**src/common/dacr_pkg.sv**
```systemverilog
// Constants, timing figures and carrier types of the dual converter readout
//
// Overview of operation
// - Start falling edge puts both track/holds in hold and starts converting.
// - Busy rises on the first clock edge after that start fall.
// - Busy falls within 3.6 us; both results then sit in the latch.
// - Select low reads pair A one then two; high reads pair B.
// - A read is select low plus read strobe low, repeated twice.
// - A full two-result read completes within 100 ns.
// - Start level at conversion end picks sleep (low) or continuous (high).
// - In sleep mode the device sleeps once busy falls.
// - Start rising edge wakes; 2.5 us external, 5 ms internal reference.
// - After wake, hold at once if start low, else at next fall.
// - Results stay readable while asleep, same strobe sequence.
package dacr_pkg;

  localparam int RESULT_WIDTH = 12;
  localparam int FIFO_DEPTH   = 4;
  localparam int CNT_WIDTH    = 18;

  localparam int CLK_PERIOD_NS  = 20;
  localparam int CONV_TIME_NS   = 3600;
  localparam int WAKE_EXT_NS    = 2500;
  localparam int WAKE_INT_MS    = 5;
  localparam int READ_TIME_NS   = 100;
  localparam int SETTLE_NS      = 300;
  localparam int SELECT_SETUP_NS = 400;

  // Longest times round down to whole cycles
  localparam int CONV_CYCLES     = CONV_TIME_NS / CLK_PERIOD_NS;
  localparam int WAKE_EXT_CYCLES = WAKE_EXT_NS / CLK_PERIOD_NS;
  localparam int WAKE_INT_CYCLES = WAKE_INT_MS * 1000000 / CLK_PERIOD_NS;
  localparam int READ_CYCLES     = READ_TIME_NS / CLK_PERIOD_NS;

  localparam logic [CNT_WIDTH-1:0] CNT_RESET = 18'h00000;
  localparam logic [CNT_WIDTH-1:0] CONV_LAST =
    CNT_WIDTH'(CONV_CYCLES - 1);
  localparam logic [CNT_WIDTH-1:0] WAKE_EXT_LAST =
    CNT_WIDTH'(WAKE_EXT_CYCLES - 1);

  localparam logic [1:0] LOAD_NONE  = 2'h0;
  localparam logic [1:0] LOAD_TWO   = 2'h2;
  localparam logic       MODE_CONTINUOUS = 1'b0;
  localparam logic       MODE_SLEEP      = 1'b1;

  typedef logic [RESULT_WIDTH-1:0] dacr_word_t;

  typedef struct packed {
    dacr_word_t inputOne;
    dacr_word_t inputTwo;
  } dacr_pair_t;

  typedef enum logic [2:0] {
    ST_IDLE,
    ST_CONVERT,
    ST_SLEEP,
    ST_WAKE
  } dacr_state_t;

endpackage

```
**src/core/dacr_readout.sv**
```systemverilog
// Conversion control, result latch, readout FIFO and parallel read port
`timescale 1ns/1ps

module dacr_fifo
#(
  parameter int WIDTH = 12,
  parameter int DEPTH = 4
)
(
  // Clock and reset
  input  wire logic             clock,
  input  wire logic             resetn,
  // Flush
  input  wire logic             clear,
  // Fill side
  input  wire logic             inValid,
  output      logic             inReady,
  input  wire logic [WIDTH-1:0] inData,
  // Drain side
  output      logic             outValid,
  input  wire logic             outReady,
  output      logic [WIDTH-1:0] outData
);

  localparam int PW = (DEPTH > 1) ? $clog2(DEPTH) : 1;
  localparam int CW = $clog2(DEPTH + 1);
  localparam logic [PW-1:0] PTR_LAST = PW'(DEPTH - 1);
  localparam logic [CW-1:0] CNT_FULL = CW'(DEPTH);

  logic [WIDTH-1:0] mem [DEPTH];
  logic [PW-1:0]    wrPtr_r;
  logic [PW-1:0]    wrPtr_nxt;
  logic [PW-1:0]    rdPtr_r;
  logic [PW-1:0]    rdPtr_nxt;
  logic [CW-1:0]    count_r;
  logic [CW-1:0]    count_nxt;
  logic             doPush;
  logic             doPop;

  assign inReady  = (count_r != CNT_FULL) && !clear;
  assign outValid = (count_r != '0) && !clear;
  assign outData  = mem[rdPtr_r];
  assign doPush   = inValid && inReady;
  assign doPop    = outValid && outReady;

  always_comb
  begin
    wrPtr_nxt = wrPtr_r;
    rdPtr_nxt = rdPtr_r;
    count_nxt = count_r;
    if (clear)
    begin
      wrPtr_nxt = '0;
      rdPtr_nxt = '0;
      count_nxt = '0;
    end
    else
    begin
      if (doPush)
        wrPtr_nxt = (wrPtr_r == PTR_LAST) ? '0 : wrPtr_r + PW'(1);
      if (doPop)
        rdPtr_nxt = (rdPtr_r == PTR_LAST) ? '0 : rdPtr_r + PW'(1);
      if (doPush && !doPop)
        count_nxt = count_r + CW'(1);
      else if (doPop && !doPush)
        count_nxt = count_r - CW'(1);
    end
  end

  always_ff @(posedge clock or negedge resetn)
  begin
    if (!resetn)
    begin
      wrPtr_r <= '0;
      rdPtr_r <= '0;
      count_r <= '0;
    end
    else
    begin
      wrPtr_r <= wrPtr_nxt;
      rdPtr_r <= rdPtr_nxt;
      count_r <= count_nxt;
    end
  end

  // Storage carries no reset; only entries counted valid are ever read
  always_ff @(posedge clock)
  begin
    if (doPush)
      mem[wrPtr_r] <= inData;
  end

endmodule

module dacr_readout
#(
  parameter int unsigned WakeIntCycles = dacr_pkg::WAKE_INT_CYCLES
)
(
  // Clock and reset
  input  wire logic                clock,
  input  wire logic                resetn,
  // Conversion control
  input  wire logic                conversion_start_n,
  input  wire logic                pair_select,
  input  wire logic                internalReference,
  // Digitised front-end inputs
  input  wire dacr_pkg::dacr_pair_t pairA,
  input  wire dacr_pkg::dacr_pair_t pairB,
  // Parallel read port
  input  wire logic                chipSelectN,
  input  wire logic                readN,
  output      dacr_pkg::dacr_word_t dataOut,
  output      logic                dataOe,
  // Status
  output      logic                busy,
  output      logic                holdActive,
  output      logic                asleep,
  output      logic                sleepMode
);

  localparam logic [dacr_pkg::CNT_WIDTH-1:0] WAKE_INT_LAST =
    dacr_pkg::CNT_WIDTH'(WakeIntCycles - 1);

  dacr_pkg::dacr_state_t state_r;
  dacr_pkg::dacr_state_t state_nxt;
  logic [dacr_pkg::CNT_WIDTH-1:0] cnt_r;
  logic [dacr_pkg::CNT_WIDTH-1:0] cnt_nxt;
  logic                 startPrev_r;
  logic                 readPrev_r;
  logic                 mode_r;
  logic                 mode_nxt;
  dacr_pkg::dacr_pair_t sample_r;
  dacr_pkg::dacr_pair_t sample_nxt;
  dacr_pkg::dacr_pair_t latch_r;
  dacr_pkg::dacr_pair_t latch_nxt;
  logic [1:0]           loadLeft_r;
  logic [1:0]           loadLeft_nxt;
  dacr_pkg::dacr_word_t dataOut_r;
  dacr_pkg::dacr_word_t dataOut_nxt;

  logic                 startFall;
  logic                 startRise;
  logic                 readStart;
  logic                 readEnd;
  logic                 convDone;
  logic                 wakeDone;
  logic                 beginHold;
  logic                 fifoClear;
  logic                 fifoInValid;
  logic                 fifoInReady;
  dacr_pkg::dacr_word_t fifoInData;
  logic                 fifoOutValid;
  dacr_pkg::dacr_word_t fifoOutData;

  assign startFall = startPrev_r && !conversion_start_n;
  assign startRise = !startPrev_r && conversion_start_n;
  // Reads are framed by the strobe while select is held low
  assign readStart = readPrev_r && !readN && !chipSelectN;
  assign readEnd   = !readPrev_r && readN && !chipSelectN;

  assign convDone  = (state_r == dacr_pkg::ST_CONVERT) &&
                     (cnt_r == dacr_pkg::CONV_LAST);
  assign wakeDone  = (state_r == dacr_pkg::ST_WAKE) &&
                     (cnt_r == (internalReference ? WAKE_INT_LAST :
                                dacr_pkg::WAKE_EXT_LAST));
  assign beginHold = ((state_r == dacr_pkg::ST_IDLE) && startFall) ||
                     (wakeDone && !conversion_start_n);

  always_comb
  begin
    state_nxt  = state_r;
    cnt_nxt    = cnt_r + 18'h00001;
    mode_nxt   = mode_r;
    sample_nxt = sample_r;
    latch_nxt  = latch_r;
    case (state_r)
      dacr_pkg::ST_IDLE:
      begin
        cnt_nxt = dacr_pkg::CNT_RESET;
        if (startFall)
          state_nxt = dacr_pkg::ST_CONVERT;
      end
      dacr_pkg::ST_CONVERT:
      begin
        if (convDone)
        begin
          cnt_nxt   = dacr_pkg::CNT_RESET;
          latch_nxt = sample_r;
          // Start level at the end of conversion picks the mode
          mode_nxt  = conversion_start_n ? dacr_pkg::MODE_CONTINUOUS
                                         : dacr_pkg::MODE_SLEEP;
          state_nxt = conversion_start_n ? dacr_pkg::ST_IDLE
                                         : dacr_pkg::ST_SLEEP;
        end
      end
      dacr_pkg::ST_SLEEP:
      begin
        cnt_nxt = dacr_pkg::CNT_RESET;
        if (startRise)
          state_nxt = dacr_pkg::ST_WAKE;
      end
      dacr_pkg::ST_WAKE:
      begin
        // Falls during wake-up are ignored; the level decides at the end
        if (wakeDone)
        begin
          cnt_nxt   = dacr_pkg::CNT_RESET;
          state_nxt = conversion_start_n ? dacr_pkg::ST_IDLE
                                         : dacr_pkg::ST_CONVERT;
        end
      end
      default:
      begin
        cnt_nxt   = dacr_pkg::CNT_RESET;
        state_nxt = dacr_pkg::ST_IDLE;
      end
    endcase
    if (beginHold)
      sample_nxt = pair_select ? pairB : pairA;
  end

  always_ff @(posedge clock or negedge resetn)
  begin
    if (!resetn)
    begin
      state_r     <= dacr_pkg::ST_IDLE;
      cnt_r       <= dacr_pkg::CNT_RESET;
      mode_r      <= dacr_pkg::MODE_CONTINUOUS;
      startPrev_r <= 1'b1;
      readPrev_r  <= 1'b1;
      sample_r    <= '0;
      latch_r     <= '0;
    end
    else
    begin
      state_r     <= state_nxt;
      cnt_r       <= cnt_nxt;
      mode_r      <= mode_nxt;
      startPrev_r <= conversion_start_n;
      readPrev_r  <= readN;
      sample_r    <= sample_nxt;
      latch_r     <= latch_nxt;
    end
  end

  // Loader refills the FIFO from the latch after each conversion
  assign fifoClear   = convDone;
  assign fifoInValid = (loadLeft_r != dacr_pkg::LOAD_NONE);
  assign fifoInData  = (loadLeft_r == dacr_pkg::LOAD_TWO) ?
                       latch_r.inputOne : latch_r.inputTwo;

  always_comb
  begin
    loadLeft_nxt = loadLeft_r;
    if (convDone)
      loadLeft_nxt = dacr_pkg::LOAD_TWO;
    else if (fifoInValid && fifoInReady)
      loadLeft_nxt = loadLeft_r - 2'h1;
  end

  // Answer one cycle after the strobe falls, far inside the read window;
  // an over-read repeats the second result rather than stale data
  always_comb
  begin
    dataOut_nxt = dataOut_r;
    if (readStart)
      dataOut_nxt = fifoOutValid ? fifoOutData
                                 : latch_r.inputTwo;
  end

  always_ff @(posedge clock or negedge resetn)
  begin
    if (!resetn)
    begin
      loadLeft_r <= dacr_pkg::LOAD_NONE;
      dataOut_r  <= '0;
    end
    else
    begin
      loadLeft_r <= loadLeft_nxt;
      dataOut_r  <= dataOut_nxt;
    end
  end

  dacr_fifo
  #(
    .WIDTH (dacr_pkg::RESULT_WIDTH),
    .DEPTH (dacr_pkg::FIFO_DEPTH)
  )
  resultFifo
  (
    .clock    (clock),
    .resetn   (resetn),
    .clear    (fifoClear),
    .inValid  (fifoInValid),
    .inReady  (fifoInReady),
    .inData   (fifoInData),
    .outValid (fifoOutValid),
    .outReady (readEnd),
    .outData  (fifoOutData)
  );

  assign dataOut    = dataOut_r;
  assign dataOe     = !chipSelectN && !readN;
  assign busy       = (state_r == dacr_pkg::ST_CONVERT);
  assign holdActive = (state_r == dacr_pkg::ST_CONVERT);
  assign asleep     = (state_r == dacr_pkg::ST_SLEEP);
  assign sleepMode  = mode_r;

endmodule

```
**config.mk**
```make
export PLATFORM = sky130hd
export DESIGN_NAME = dacr_readout
export DESIGN_NICKNAME = d
export VERILOG_FILES = /design/src/common/dacr_pkg.sv /design/src/core/dacr_readout.sv
export SDC_FILE = /design/constraint.sdc
export NUM_CORES = 1
export LEC_CHECK = 0
export ABC_CLOCK_PERIOD_IN_PS = 8000
export BUFFER_PORTS_ARGS = -buffer_cell sky130_fd_sc_hd__buf_2
export CAP_MARGIN = 30
export CORE_MARGIN = 5
export CORE_UTILIZATION = 35
export DETAILED_ROUTE_END_ITERATION = 12
export SLEW_MARGIN = 20
export SYNTH_ARGS = -nofsm -noshare
export SYNTH_HDL_FRONTEND = slang
export SYNTH_SLANG_ARGS = --single-unit
export TNS_END_PERCENT = 5
```
**constraint.sdc**
```tcl
create_clock -name clock -period 8 [get_ports clock]
set_input_delay 1.6 -clock clock [delete_from_list [all_inputs] [get_ports clock]]
set_output_delay 1.6 -clock clock [all_outputs]
set_load 0.05 [all_outputs]
```
## Yosys cells after proc, flatten, opt, wreduce, memory -nomap -nowiden

Memories as Yosys holds them, arrays and structs flattened.
Cells that the tools add are included.

- Bits in registers: 93
- Bits in writable memories: 48
- Memories kept: 1
- Word-level logic and storage cells: 96
- Output and inout bits: 17
- Input bits: 55

- Reductions and logical operators: 34
- Add/subtract/negate cells: 6
- Equal/unequal tests: 13
- Muxes and demuxes: 28

Memories:

| name | depth | bits a word | read ports | clocked after memory_dff | wr ports | line | source |
|---|---|---|---|---|---|---|---|
| resultFifo.mem | 4 | 12 | 1 | 0 | 1 | dacr_readout.sv:30 | `logic [WIDTH-1:0] mem [DEPTH];` |

Operators with widths:

| operator | number |
|---|---|
| 18-bit 2-to-1 mux | 3 |
| 18-bit one-hot mux with 2 select lines | 1 |
| 12-bit 2-to-1 mux | 2 |
| 24-bit 2-to-1 mux | 1 |
| 3-bit 2-to-1 mux | 7 |
| 18-bit by 1-bit adder with 18-bit output, second input constant | 1 |
| 18-bit equality test | 1 |
| 18-bit by 8-bit equality test with 1-bit output, second input constant | 1 |
| 2-bit 2-to-1 mux | 9 |
| 1-bit logical AND | 17 |
| 3-bit one-hot mux with 4 select lines | 1 |
| 1-bit logical NOT | 8 |
| 2-bit equality test, second input constant | 3 |
| 3-bit by 2-bit equality test with 1-bit output, second input constant | 2 |
| 2-bit nonzero test | 3 |
| 3-bit nonzero test | 2 |
| 2-bit by 1-bit adder with 2-bit output, second input constant | 2 |
| 1-bit 2-to-1 mux | 4 |
| 2-bit by 1-bit != test with 1-bit output, second input constant | 2 |
| 2-bit != test, second input constant | 2 |
| 4-bit AND reduction | 1 |
| 3-bit by 1-bit adder with 3-bit output, second input constant | 1 |
| 3-bit by 1-bit equality test with 1-bit output, second input constant | 1 |
| 3-bit logical NOT | 1 |
| 5 further kinds | 5 |

## Longest topological paths before layout

Gate-level depths: netlist of the first run.

- Word-level depth: 10
- Mapped depth: 12
- Mapped depth without buffers: 11

## Cells and area by module

A second synthesis of the first run with hierarchy kept.

- Cell total of the unflattened synthesis: 467
- Area total of the unflattened synthesis: 6,538.8 um^2

Modules (own cells, without submodules):

| module | area an instance (um^2) | seq. area each (um^2) | times used | cells an instance |
|---|---|---|---|---|
| dacr_readout | 4,160.2 | 2,129.5 | 1 | 334 |
| dacr_fifo | 2,378.5 | 1,616.6 | 1 | 133 |

## Least setup slack after synthesis of the first run

No wires, ideal clock.

- Path type: input to output
- Start point: input port readN
- End point: output port dataOe
- Required time: 6.400 ns
- Stages on the path: 1
- Path buffers: 0
- Arrival time: 2.272 ns
- Slack: 4.128 ns
- Cells stage by stage: nor2_1

- Word-level cells in the longest chain between the ends: 2

RTL lines:

| what | line | source |
|---|---|---|
| start, declared | dacr_readout.sv:112 | `input wire logic readN,` |
| 1-bit logical NOT | dacr_readout.sv:305 | `assign dataOe = !chipSelectN && !readN;` |
| 1-bit logical AND | dacr_readout.sv:305 |  |
| end, declared | dacr_readout.sv:114 | `output logic dataOe,` |

No other way between the ends.

## Final worst setup path of the first run

- Start point: register cnt_r[0] (netlist name)
- End point: register resultFifo.count_r[2]

- Word-level cells in the longest chain between the ends: 9
- Elaborated cells on any way between the ends: 14
- Classes of those cells: 1 x eq/ne; 2 x mux; 11 x reduce/logical

RTL lines:

| what | line | source |
|---|---|---|
| start, declared | dacr_readout.sv:127 | `logic [dacr_pkg::CNT_WIDTH-1:0] cnt_r;` |
| start signal, assigned | dacr_readout.sv:228 | `cnt_r <= dacr_pkg::CNT_RESET;` |
| start signal, assigned | dacr_readout.sv:238 | `cnt_r <= cnt_nxt;` |
| 18-bit by 8-bit equality test with 1-bit output (*) | dacr_readout.sv:163 | `(cnt_r == dacr_pkg::CONV_LAST);` |
| 1-bit logical AND (*) | dacr_readout.sv:162 | `assign convDone = (state_r == dacr_pkg::ST_CONVERT) &&` |
| 1-bit logical NOT | dacr_readout.sv:40, dacr_readout.sv:41 |  |
| 1-bit logical AND | dacr_readout.sv:41 | `assign outValid = (count_r != '0) && !clear;` |
| 1-bit logical AND | dacr_readout.sv:44 | `assign doPop = outValid && outReady;` |
| 1-bit logical NOT | dacr_readout.sv:63 | `if (doPush && !doPop)` |
| 1-bit logical AND | dacr_readout.sv:63 |  |
| 3-bit 2-to-1 mux | dacr_readout.sv:63 |  |
| 3-bit 2-to-1 mux | dacr_readout.sv:51 | `if (clear)` |
| end signal, assigned | dacr_readout.sv:82 | `count_r <= count_nxt;` |
| end, declared | dacr_readout.sv:35 | `logic [CW-1:0] count_r;` |

Every way passes the cells marked *; elsewhere a longest branch is shown, timed or not.
A chain may end at the register's enable or synchronous reset.

==> results of run 1 <==
worst min-delay path: stages, from the launching register on:
cell and delay, ps:
dfrtp_1 340, nand2_1 50, nand2_1 50
sequential cells by signal, summed over array words and instances, names as in the netlist:
register and cells:
cnt_r 18, dataOut 12, latch_r 24, loadLeft_r 2
readPrev_r 1, resultFifo.count_r 3, resultFifo.mem 48, resultFifo.rdPtr_r 2
resultFifo.wrPtr_r 2, sample_r 24, sleepMode 1, startPrev_r 1
state_r 2
per-layer routing:
layer | part of all wire | vias to the layer above | track usage | wire (µm)
li1 | - | 1933 | - | -
met1 | 0.44 | 1928 | 0.1602 | 5604
met2 | 0.49 | 84 | 0.2027 | 6216
met3 | 0.043 | 21 | 0.03270 | 540
met4 | 0.020 | 0 | 0.05037 | 254
met5 | 0 | - | 0 | 0
final cells by class:
type	instances	area (µm²)
fill	1703	10430
sequential	140	3746
multi-input combinational	332	2526
timing repair buffer	78	430.4
clock buffer	18	429.2
tap	229	286.5
clock inverter	14	146.4
inverter	9	33.78
synth_stat cells (all sizes together), types with 3 or more instances:
master | n | area share
mux2 | 60 | 0.12
edfxtp | 48 | 0.22
and3 | 6 | 0.0060
nor3 | 6 | 0.0047
dfrtp | 90 | 0.35
nand4 | 6 | 0.0058
ha | 8 | 0.016
nor2b | 4 | 0.0039
inv | 9 | 0.0053
nand2b | 4 | 0.0039
mux2i | 16 | 0.025
o211ai | 3 | 0.0035
nand3 | 7 | 0.0054
xor2 | 11 | 0.015
clkbuf | 12 | 0.0070
mux4 | 12 | 0.042
or4 | 3 | 0.0041
nand4b | 5 | 0.0068
a31oi | 3 | 0.0029
xnor2 | 6 | 0.0082
nor4 | 4 | 0.0062
nor2 | 46 | 0.027
buf | 11 | 0.011
a21oi | 17 | 0.013
o21ai | 7 | 0.0060
nand2 | 85 | 0.050
final timing paths:
check                             from               endpoint  cells past startpoint
min in group asynchronous       resetn               cnt_r[1]                      1
max in group asynchronous       resetn            latch_r[19]                      3
min reg2reg                latch_r[22]            latch_r[22]                      2
max                           cnt_r[0]  resultFifo.count_r[2]                     12
max reg2reg                   cnt_r[0]  resultFifo.count_r[2]                     12
min                        latch_r[22]            latch_r[22]                      2
through the flow:
step	hold slack, ps	cell area, µm²	worst slack (ps)	power [µW]	instances
2_1_floorplan	434.8	6432	4128	1780	506
3_3_place_gp	452.4	6988	4248	1956	786
3_5_place_dp	455.7	7003	4157	1992	787
4_1_cts	470.8	7579	4284	2760	819
5_1_grt	489.6	7599	3929	2897	820
6_report	470.2	7599	4244	2724	820
cell families (layout without fill, tap and decap cells):
group	Yosys count	count (layout)	share of synthesized area
compound gates	34	34	0.03365
xor+xnor	17	17	0.02315
buf+inv	34	119	0.02587
fa+ha+maj	9	9	0.01867
simple gates	184	184	0.1327
flops	140	140	0.5824
mux	88	88	0.1836
power by group through the flow:
stage | sequential (µW) | combinational [µW] | clock (µW)
after detailed placement | 1170 | 823 | 0
after floorplan | 1210 | 573 | 0
after global routing | 1190 | 900 | 809
after global placement | 1160 | 799 | 0
after CTS | 1160 | 828 | 774
final | 1150 | 815 | 756
==> metrics.md, run 1 <==
| Metric | Value |
|---|---|
| PD cells | `358.5 nW/µm²` |
| Critical Path Max Stage Delay | `600 ps` |
| Register share of total power | `0.423` |
| Netlist Area Pre-Place | `6432 µm²` |
| Die width | `approximately 150 µm` |
| Clock network fraction of design power | `0.278` |
| Via-to-Cell Ratio | `between 4 and 5` |
| Seq cells post-synth | `140` |
| Tmin final | `3756 ps` |
| Top FF cell, synth | `dfrtp_1` |
| Drc violations | `0` |
| Req. time, crit path | `8300 ps` |
| Count of final setup violators | `0` |
| Commonest non-fill, non-tap cell in the layout | `dfrtp_1` |
| Post-CTS Setup Bufs | `0` |
| Leak Pwr | `0.003405 µW` |
| Slowest cell on crit path | `or4b_2` |
| DRT antenna net count | `0` |
| CP arrival | `4060 ps` |
| Average routed wire per standard cell | `15.38 µm` |
| Hold violation count in the final report | `0` |
| Synthesized area per cell | `12.71 µm²` |
| Startpoint types | `flop` |
| # rows | `49` |
| Core Util, Final | `0.4216` |
| CTS tree | `yes` |
| Crit path max-delay family | `simple AND/OR/NAND/NOR gates` |
| Total Wirelength | `12620 µm` |
| Post-cts sizing count | `0` |
| Crit path kind | `reg -> reg` |
| Ys async rst share | `0.6571` |
| TritonRoute pass-1 iters | `4` |
| Grt ovf | `0` |
| Status | `complete, no violations` |
| H-tree level count | `4` |
| Starting density of the core | `0.3569` |
| Max-cap violations | `0` |
| Number of synthesized flops with an enable pin | `48` |
| Clk_lat worst skew | `420 ps` |
| Hold Buf Count CTS | `0` |
| Switching Power | `918.5 µW` |
| Clock-pin slew on the worst setup and hold paths | `approximately 60 ps` |
| Num ports | `72` |
| Clock Tree Root | `clkbuf_16` |
| Total core area | `roughly 18000 µm²` |
| Antenna Cells | `0` |
| First-pass GRT wire length | `21140 µm` |
| Most frequent cells in the layout | `90 x dfrtp_1, 85 x nand2_1, 70 x buf_2` |
| Total CTS buffers | `17` |
| Worst Tran Pin Value | `approximately 860 ps` |
| FMAX | `266.2 MHz` |
| Die area | `21190 µm²` |
| Share of cells above drive strength 1 | `0.3215` |
| Setup_tns | `0 ps` |
| Combinational share of power | `0.299` |
| RSZ-0062 raised after global routing | `false` |
| Hold crit path type | `reg -> reg` |
| CTS max path bufs | `2` |
| Final Net Count | `between 600 and 700` |
| Height of the die | `approximately 150 µm` |
| Largest net degree at the start of global routing | `between 60 and 70` |
| Mapped Nets | `570` |
| Slew Viols, Final | `0` |
| Register area share after synthesis | `0.5824` |
| Number of port buffers | `71` |
| Peak fanout along the critical path | `34` |
| Initial antenna violation count | `0` |
| Clock skew | `10.28 ps` |
| Yosys warning count | `0` |
| Vias | `~4000` |
| Bufs and invs on worst path | `1` |
| Number of distinct library cells after synthesis | `between 40 and 50` |
| Vias in the first global route | `4160` |
| Endpoint class of the critical path | `flop` |
| DRT iter0 DRCs | `~170` |
| Worst vdd ir | `approximately 0.19 mV` |
| Gpl congestion | `0.7890` |
| Clock sink total | `140` |
| Fin crit share | `0.4695` |
| Relative slew margins | `0.4248` |
| CP cell instances | `ha_1, or4b_2, nor4_1, nand3_1, buf_4, nand2_1, nor2_1, fa_1, nor3_1, a21oi_1, o2bb2ai_1, o21a_1` |
| Post-synthesis instance total | `506` |
| R2R setup slack | `4240 ps` |
| Tot GR Track Use | `0.1250` |
| Placed wire-length estimate | `approximately 8700 µm` |
| Switching part of the total | `0.3372` |
| P_int | `1806 µW` |
| Area growth syn-to-layout | `18.13%` |
Power figures use the tool's default switching activity.
==> run 2: changes to the inputs <==
Settings changed: ABC_CLOCK_PERIOD_IN_PS 8000 to 3600.
Clock period 8 ns to 3.6 ns, I/O delays scaled along.
==> run 2 against run 1 <==
Effect of this change: final area increased by 0.86%; worst hold slack got worse by 96 ps; final cell count increased by 0.37%; clock skew is 2.7 ps lower; clock-buffer cell count rose by 2; total power rose by 130%; global-route usage is 0.33 points higher; combinational power up 130%; critical path depth unchanged; fmax is 14% higher; flip-flop and latch count stayed put; highest routed layer unchanged.
==> metrics.md, run 2 (same netlist as run 1, synthesis figures left out) <==
| Metric | Value |
|---|---|
| Status | `complete, no violations` |
| Hold violation count in the final report | `0 (unchanged)` |
| Slew Viols, Final | `0 (unchanged)` |
| Vias in the first global route | `4245 (+2.0%)` |
| Leak Pwr | `0.003428 µW (+0.70%)` |
| Relative slew margins | `0.4627 (+0.03797)` |
| Largest net degree at the start of global routing | `64 (-7.2%)` |
| Crit path kind | `reg -> reg` |
| TritonRoute pass-1 iters | `4 (unchanged)` |
| Slowest cell on crit path | `or4b_2` |
| Largest Register | `resultFifo.mem` |
| Gpl congestion | `0.8555 (+8.4%)` |
| Clock skew | `7.562 ps (-2.716 ps)` |
| FMAX | `304.8 MHz (+14%)` |
| Placed insts | `790 (+0.38%)` |
| Tmin final | `3281 ps (-475.6 ps)` |
| Grt ovf | `0 (unchanged)` |
| Height of the die | `145.6 µm (unchanged)` |
| Drc violations | `0 (unchanged)` |
| Vias | `3960 (-0.15%)` |
| Pre-CTS WS | `375.5 ps (-3781 ps)` |
| Finished Layout Cells | `823 (+0.37%)` |
| Total CTS buffers | `17 (unchanged)` |
| DRT iter0 DRCs | `197 (+14%)` |
| CTS tree | `yes` |
| Clock-pin slew on the worst setup and hold paths | `60 ps (about the same)` |
| Startpoint types | `flop` |
| Antenna Cells | `0 (unchanged)` |
| First-pass GRT wire length | `21690 µm (+2.6%)` |
| Post-CTS Setup Bufs | `0 (unchanged)` |
| DP Area | `7030 µm² (+0.39%)` |
| # rows | `49 (unchanged)` |
| Number of port buffers | `71 (unchanged)` |
| Area growth syn-to-layout | `19.14%` |
| PD cells | `815.6 nW/µm² (+130%)` |
| Worst Tran Pin Value | `805.9 ps (-56.95 ps)` |
| Clock Tree Root | `clkbuf_16` |
| Hold Buf Count CTS | `0 (unchanged)` |
| Die width | `145.6 µm (unchanged)` |
| Req. time, crit path | `3910 ps (-4390 ps)` |
| Tot GR Track Use | `0.1284 (+0.003326)` |
| Count of final setup violators | `0 (unchanged)` |
| Post-route design area | `7664 µm² (+0.86%)` |
| Max-cap violations | `0 (unchanged)` |
| Initial antenna violation count | `0 (unchanged)` |
| Hold crit path type | `in -> async` |
| DRT antenna net count | `0 (unchanged)` |
| CP cell instances | `ha_1, or4b_2, nor4_1, buf_4, nand3_1, nand2_1, nor2_1, fa_1, nor3_1, a21oi_1, o2bb2ai_1, o21a_1` |
| Num ports | `72 (unchanged)` |
| Placed wire-length estimate | `9070 µm (+3.8%)` |
| Clock sink total | `140 (unchanged)` |
| Total core area | `18020 µm² (unchanged)` |
| H-tree level count | `4 (unchanged)` |
| Fin crit share | `0.9113 (+0.4418)` |
| Critical Path Max Stage Delay | `620 ps (+20 ps)` |
| Most frequent cells in the layout | `90 x dfrtp_1, 85 x nand2_1, 70 x buf_2` |
| Final Net Count | `645 (+0.47%)` |
| Max reg flops | `48 (unchanged)` |
| Worst vdd ir | `0.4354 mV (+130%)` |
| Die area | `21190 µm² (unchanged)` |
| Commonest non-fill, non-tap cell in the layout | `dfrtp_1` |
| Final worst slack | `319.4 ps (-3924 ps)` |
| Biggest regs | `resultFifo.mem (48), latch_r (24), sample_r (24)` |
| Via-to-Cell Ratio | `4.812 (-0.52%)` |
| Peak fanout along the critical path | `8 (-76%)` |
| Setup_tns | `0 ps (unchanged)` |
| Starting density of the core | `0.3569 (unchanged)` |
| Post-cts sizing count | `0 (unchanged)` |
| Average routed wire per standard cell | `15.96 µm (+3.8%)` |
| CTS max path bufs | `2 (unchanged)` |
| Share of cells above drive strength 1 | `0.3215 (about the same)` |
| RSZ-0062 raised after global routing | `false` |
| Endpoint class of the critical path | `flop` |
| CP arrival | `3590 ps (-470 ps)` |
| Clk_lat worst skew | `420 ps (about the same)` |
| Total Wirelength | `13140 µm (+4.1%)` |
## run 2: cell types whose count changed in the layout (fill, tap and decap cells not counted)
cell | before | now
buf_4 | 6 | 9
clkinv_4 | 3 | 1
clkinvlp_4 | 3 | 4
clkbuf_1 | 1 | 3
bufinv_16 | 2 | 4
clkinv_2 | 4 | 0
a31oi_4 | 0 | 1
buf_12 | 1 | 0
inv_6 | 2 | 3
buf_6 | 0 | 2
a31oi_2 | 1 | 0
buf_8 | 1 | 0
## run 2: path summary, 6_finish.rpt
check	start	endpoint	slack, ps	depth (start not counted)
setup / recovery	cnt_r[0]	resultFifo.count_r[2]	320	12
hold / removal	resetn	cnt_r[7]	370	1
setup reg to reg	cnt_r[0]	resultFifo.count_r[2]	320	12
hold reg to reg	sample_r[9]	latch_r[9]	470	2
max in group asynchronous	resetn	cnt_r[17]	2440	2
min in group clock	readN	readPrev_r	420	1
## run 2: metrics by stage
step / util / total power [µW] / hold slack [ps]
final: 0.4252 / 6250 / 374.3
after detailed placement: 0.3900 / 4463 / 458.6
after global placement: 0.3889 / 4373 / 458.6
after floorplan: - / 3955 / 424.4
after CTS: 0.4245 / 6328 / 395.1
after global routing: 0.4252 / 6619 / 405.4
## run 2: worst max-delay path: cells and delay by family (launching register included)
kind	cells	cell delay (ps)
simple gates	6	1400
fa+ha+maj	2	740
flops	1	460
compound gates	3	370
buf+inv	1	200
## run 2: final cells by class
type	instances	area, µm²
Timing Repair Buffer	81	440.4
Tap cell	229	286.5
Multi-Input combinational cell	332	2535
Fill cell	1707	10360
Sequential cell	140	3746
Inverter	9	33.78
Clock inverter	12	185.2
Clock buffer	20	436.7
## run 2: where the power goes
group          total [µW]  switching (µW)  internal, µW
Sequential           2540             342          2200
Combinational        1880            1060           817
Clock                1830             665          1170
## run 2: per-layer routing
metal,vias up,global-route usage,part of all wire
met5,-,0,0
met4,0,0.05037,0.015
met3,14,0.03644,0.033
met2,72,0.2080,0.49
met1,1941,0.1632,0.47
li1,1933,-,-
==> run 3: changes to the inputs <==
Settings changed: CAP_MARGIN 30 to not set, CORE_MARGIN 5 to 2.
==> run 3 against run 2 <==
Effect of this change: flip-flop and latch count unchanged; sequential share of layout area is 0.35 points higher; fmax rose by 1.7%; largest power group unchanged; highest routed layer unchanged.
==> metrics.md, run 3 (same netlist as run 1, synthesis figures left out) <==
| Metric | Value |
|---|---|
| Critical Path Max Stage Delay | `600 ps (-20 ps)` |
| Slew Viols, Final | `0 (unchanged)` |
| Max-cap violations | `0 (unchanged)` |
| Hold WS | `355.1 ps (-19.22 ps)` |
| Commonest non-fill, non-tap cell in the layout | `dfrtp_1` |
| Grt ovf | `0 (unchanged)` |
| Count of final setup violators | `0 (unchanged)` |
| Worst Tran Pin Value | `868.2 ps (+62.36 ps)` |
| Largest net degree at the start of global routing | `57 (-11%)` |
| M1 GR Usage | `0.1824 (+0.01921)` |
| Endpoint class of the critical path | `flop` |
| First-pass GRT wire length | `20870 µm (-3.8%)` |
| Hold crit path type | `in -> async` |
| Height of the die | `139.6 µm (-4.1%)` |
| Share of cells above drive strength 1 | `0.3199 (-0.001684)` |
| Via-to-Cell Ratio | `4.871 (+1.2%)` |
| Average routed wire per standard cell | `15.35 µm (-3.8%)` |
| Status | `complete, no violations` |
| Antenna Cells | `0 (unchanged)` |
| Clock-pin slew on the worst setup and hold paths | `60 ps (about the same)` |
| Crit path kind | `reg -> reg` |
| Tot GR Track Use | `0.1366 (+0.008279)` |
| Clk_lat worst skew | `420 ps (about the same)` |
| Core Util, Final | `0.4222 (-0.002985)` |
| Clock sink total | `140 (unchanged)` |
| Placed wire-length estimate | `8753 µm (-3.5%)` |
| Total core area | `18020 µm² (unchanged)` |
| DRT antenna net count | `0 (unchanged)` |
| Startpoint types | `flop` |
| # rows | `49 (unchanged)` |
| R2R setup slack | `380 ps (+60 ps)` |
| Final Net Count | `645 (unchanged)` |
| Fin crit share | `0.8956 (-0.01564)` |
| Die width | `139.6 µm (-4.1%)` |
| Relative slew margins | `0.4212 (-0.04157)` |
| DRT iter0 DRCs | `230 (+17%)` |
| Peak fanout along the critical path | `8 (unchanged)` |
| Hold Buf Count CTS | `0 (unchanged)` |
| RSZ-0062 raised after global routing | `false` |
| Biggest regs | `resultFifo.mem (48), latch_r (24), sample_r (24)` |
| PD cells | `803.5 nW/µm² (-1.5%)` |
| Hold violation count in the final report | `0 (unchanged)` |
| Most frequent cells in the layout | `90 x dfrtp_1, 85 x nand2_1, 70 x buf_2` |
| CTS tree | `yes` |
| Tmin final | `3224 ps (-56.30 ps)` |
| GRT met3 Usage | `0.03544 (-0.0009933)` |
| Area growth syn-to-layout | `18.30%` |
| Total Wirelength | `12630 µm (-3.8%)` |
| CP arrival | `3520 ps (-70 ps)` |
| Slowest cell on crit path | `or4b_2` |
| Die area | `19480 µm² (-8.1%)` |
| Largest Register | `resultFifo.mem` |
| CP cell instances | `ha_1, or4b_2, nor4_1, buf_4, nand3_1, nand2_1, nor2_1, fa_1, nor3_1, a21oi_1, o2bb2ai_1, o21a_1` |
| Starting density of the core | `0.3569 (unchanged)` |
| Worst vdd ir | `0.3832 mV (-12%)` |
| H-tree level count | `4 (unchanged)` |
| Post-cts sizing count | `0 (unchanged)` |
| Fillcell total | `1727 (+1.2%)` |
| Drc violations | `0 (unchanged)` |
| GRT busiest layer | `met2` |
| Max reg flops | `48 (unchanged)` |
| Post-CTS Setup Bufs | `0 (unchanged)` |
| Num ports | `72 (unchanged)` |
| CTS max path bufs | `2 (unchanged)` |
| Total CTS buffers | `17 (unchanged)` |
| Initial antenna violation count | `0 (unchanged)` |
| Leak Pwr | `0.003429 µW (about the same)` |
| Number of port buffers | `71 (unchanged)` |
| Gpl congestion | `0.8113 (-5.2%)` |
| Vias | `4009 (+1.2%)` |
| M2 GR Usage | `0.2162 (+0.008176)` |
| FMAX | `310.1 MHz (+1.7%)` |
| Vias in the first global route | `4134 (-2.6%)` |
| Setup_tns | `0 ps (unchanged)` |
| TritonRoute pass-1 iters | `4 (unchanged)` |
| Req. time, crit path | `3900 ps (about the same)` |
| Clock Tree Root | `clkbuf_16` |
| Clock skew | `11.09 ps (+3.529 ps)` |
==> run 3: changes by cell type in the layout (fill, tap and decap cells not counted), sizes merged <==
| cell | before | now |
|---|---|---|
| inv | 12 | 10 |
| clkinvlp | 4 | 0 |
| bufinv | 4 | 2 |
| clkbuf | 20 | 22 |
| clkinv | 1 | 7 |
==> run 3: per-layer routing <==
metal	part of all wire	up-vias	routed length [µm]
met2	0.47	93	6000
met1	0.47	1953	5944
li1	-	1948	-
met3	0.040	15	505
met5	0	-	0
met4	0.014	0	181
==> run 3: final timing paths <==
check / to / cells past startpoint / start
max in group asynchronous: sample_r[19] / 2 / resetn
worst max register to register: resultFifo.count_r[2] / 12 / cnt_r[0]
worst min-delay path: cnt_r[4] / 1 / resetn
worst min register to register: latch_r[4] / 2 / sample_r[4]
min in group clock: readPrev_r / 1 / readN
worst max-delay path: resultFifo.count_r[2] / 12 / cnt_r[0]
==> run 3: area by class of cell <==
class	instances	area [µm²]	share of cell area
sequential	140	3746	0.4923
tap	229	286.5	0.03765
clock buffer	22	475.5	0.06248
clock inverter	10	115.1	0.01513
timing repair buffer	81	432.9	0.05689
multi-input combinational	332	2520	0.3311
inverter	9	33.78	0.004439
==> run 3: critical path: cells and delay by family, from the launching register on <==
| family | cells | cell delay [ps] |
|---|---|---|
| buffers and inverters | 1 | 180 |
| adders and majority gates | 2 | 740 |
| AOI/OAI and AO/OA | 3 | 390 |
| DFF | 1 | 470 |
| and+or+nand+nor | 6 | 1340 |
==> run 3: report_power, final <==
part	internal, µW	total (µW)	switching [µW]
logic	805	1830	1020
registers	2200	2570	372
clock network	1080	1720	637
total	4080	6110	2030
==> run 3: through the flow <==
step,power (µW),cells,worst slack (ps),cell area (µm²)
after global placement,4357,790,511.3,7012
after CTS,6193,823,408.3,7610
after global routing,6483,823,255.2,7610
after detailed placement,4449,791,418.9,7019
final,6114,823,375.7,7610
after floorplan,3955,506,348.9,6432
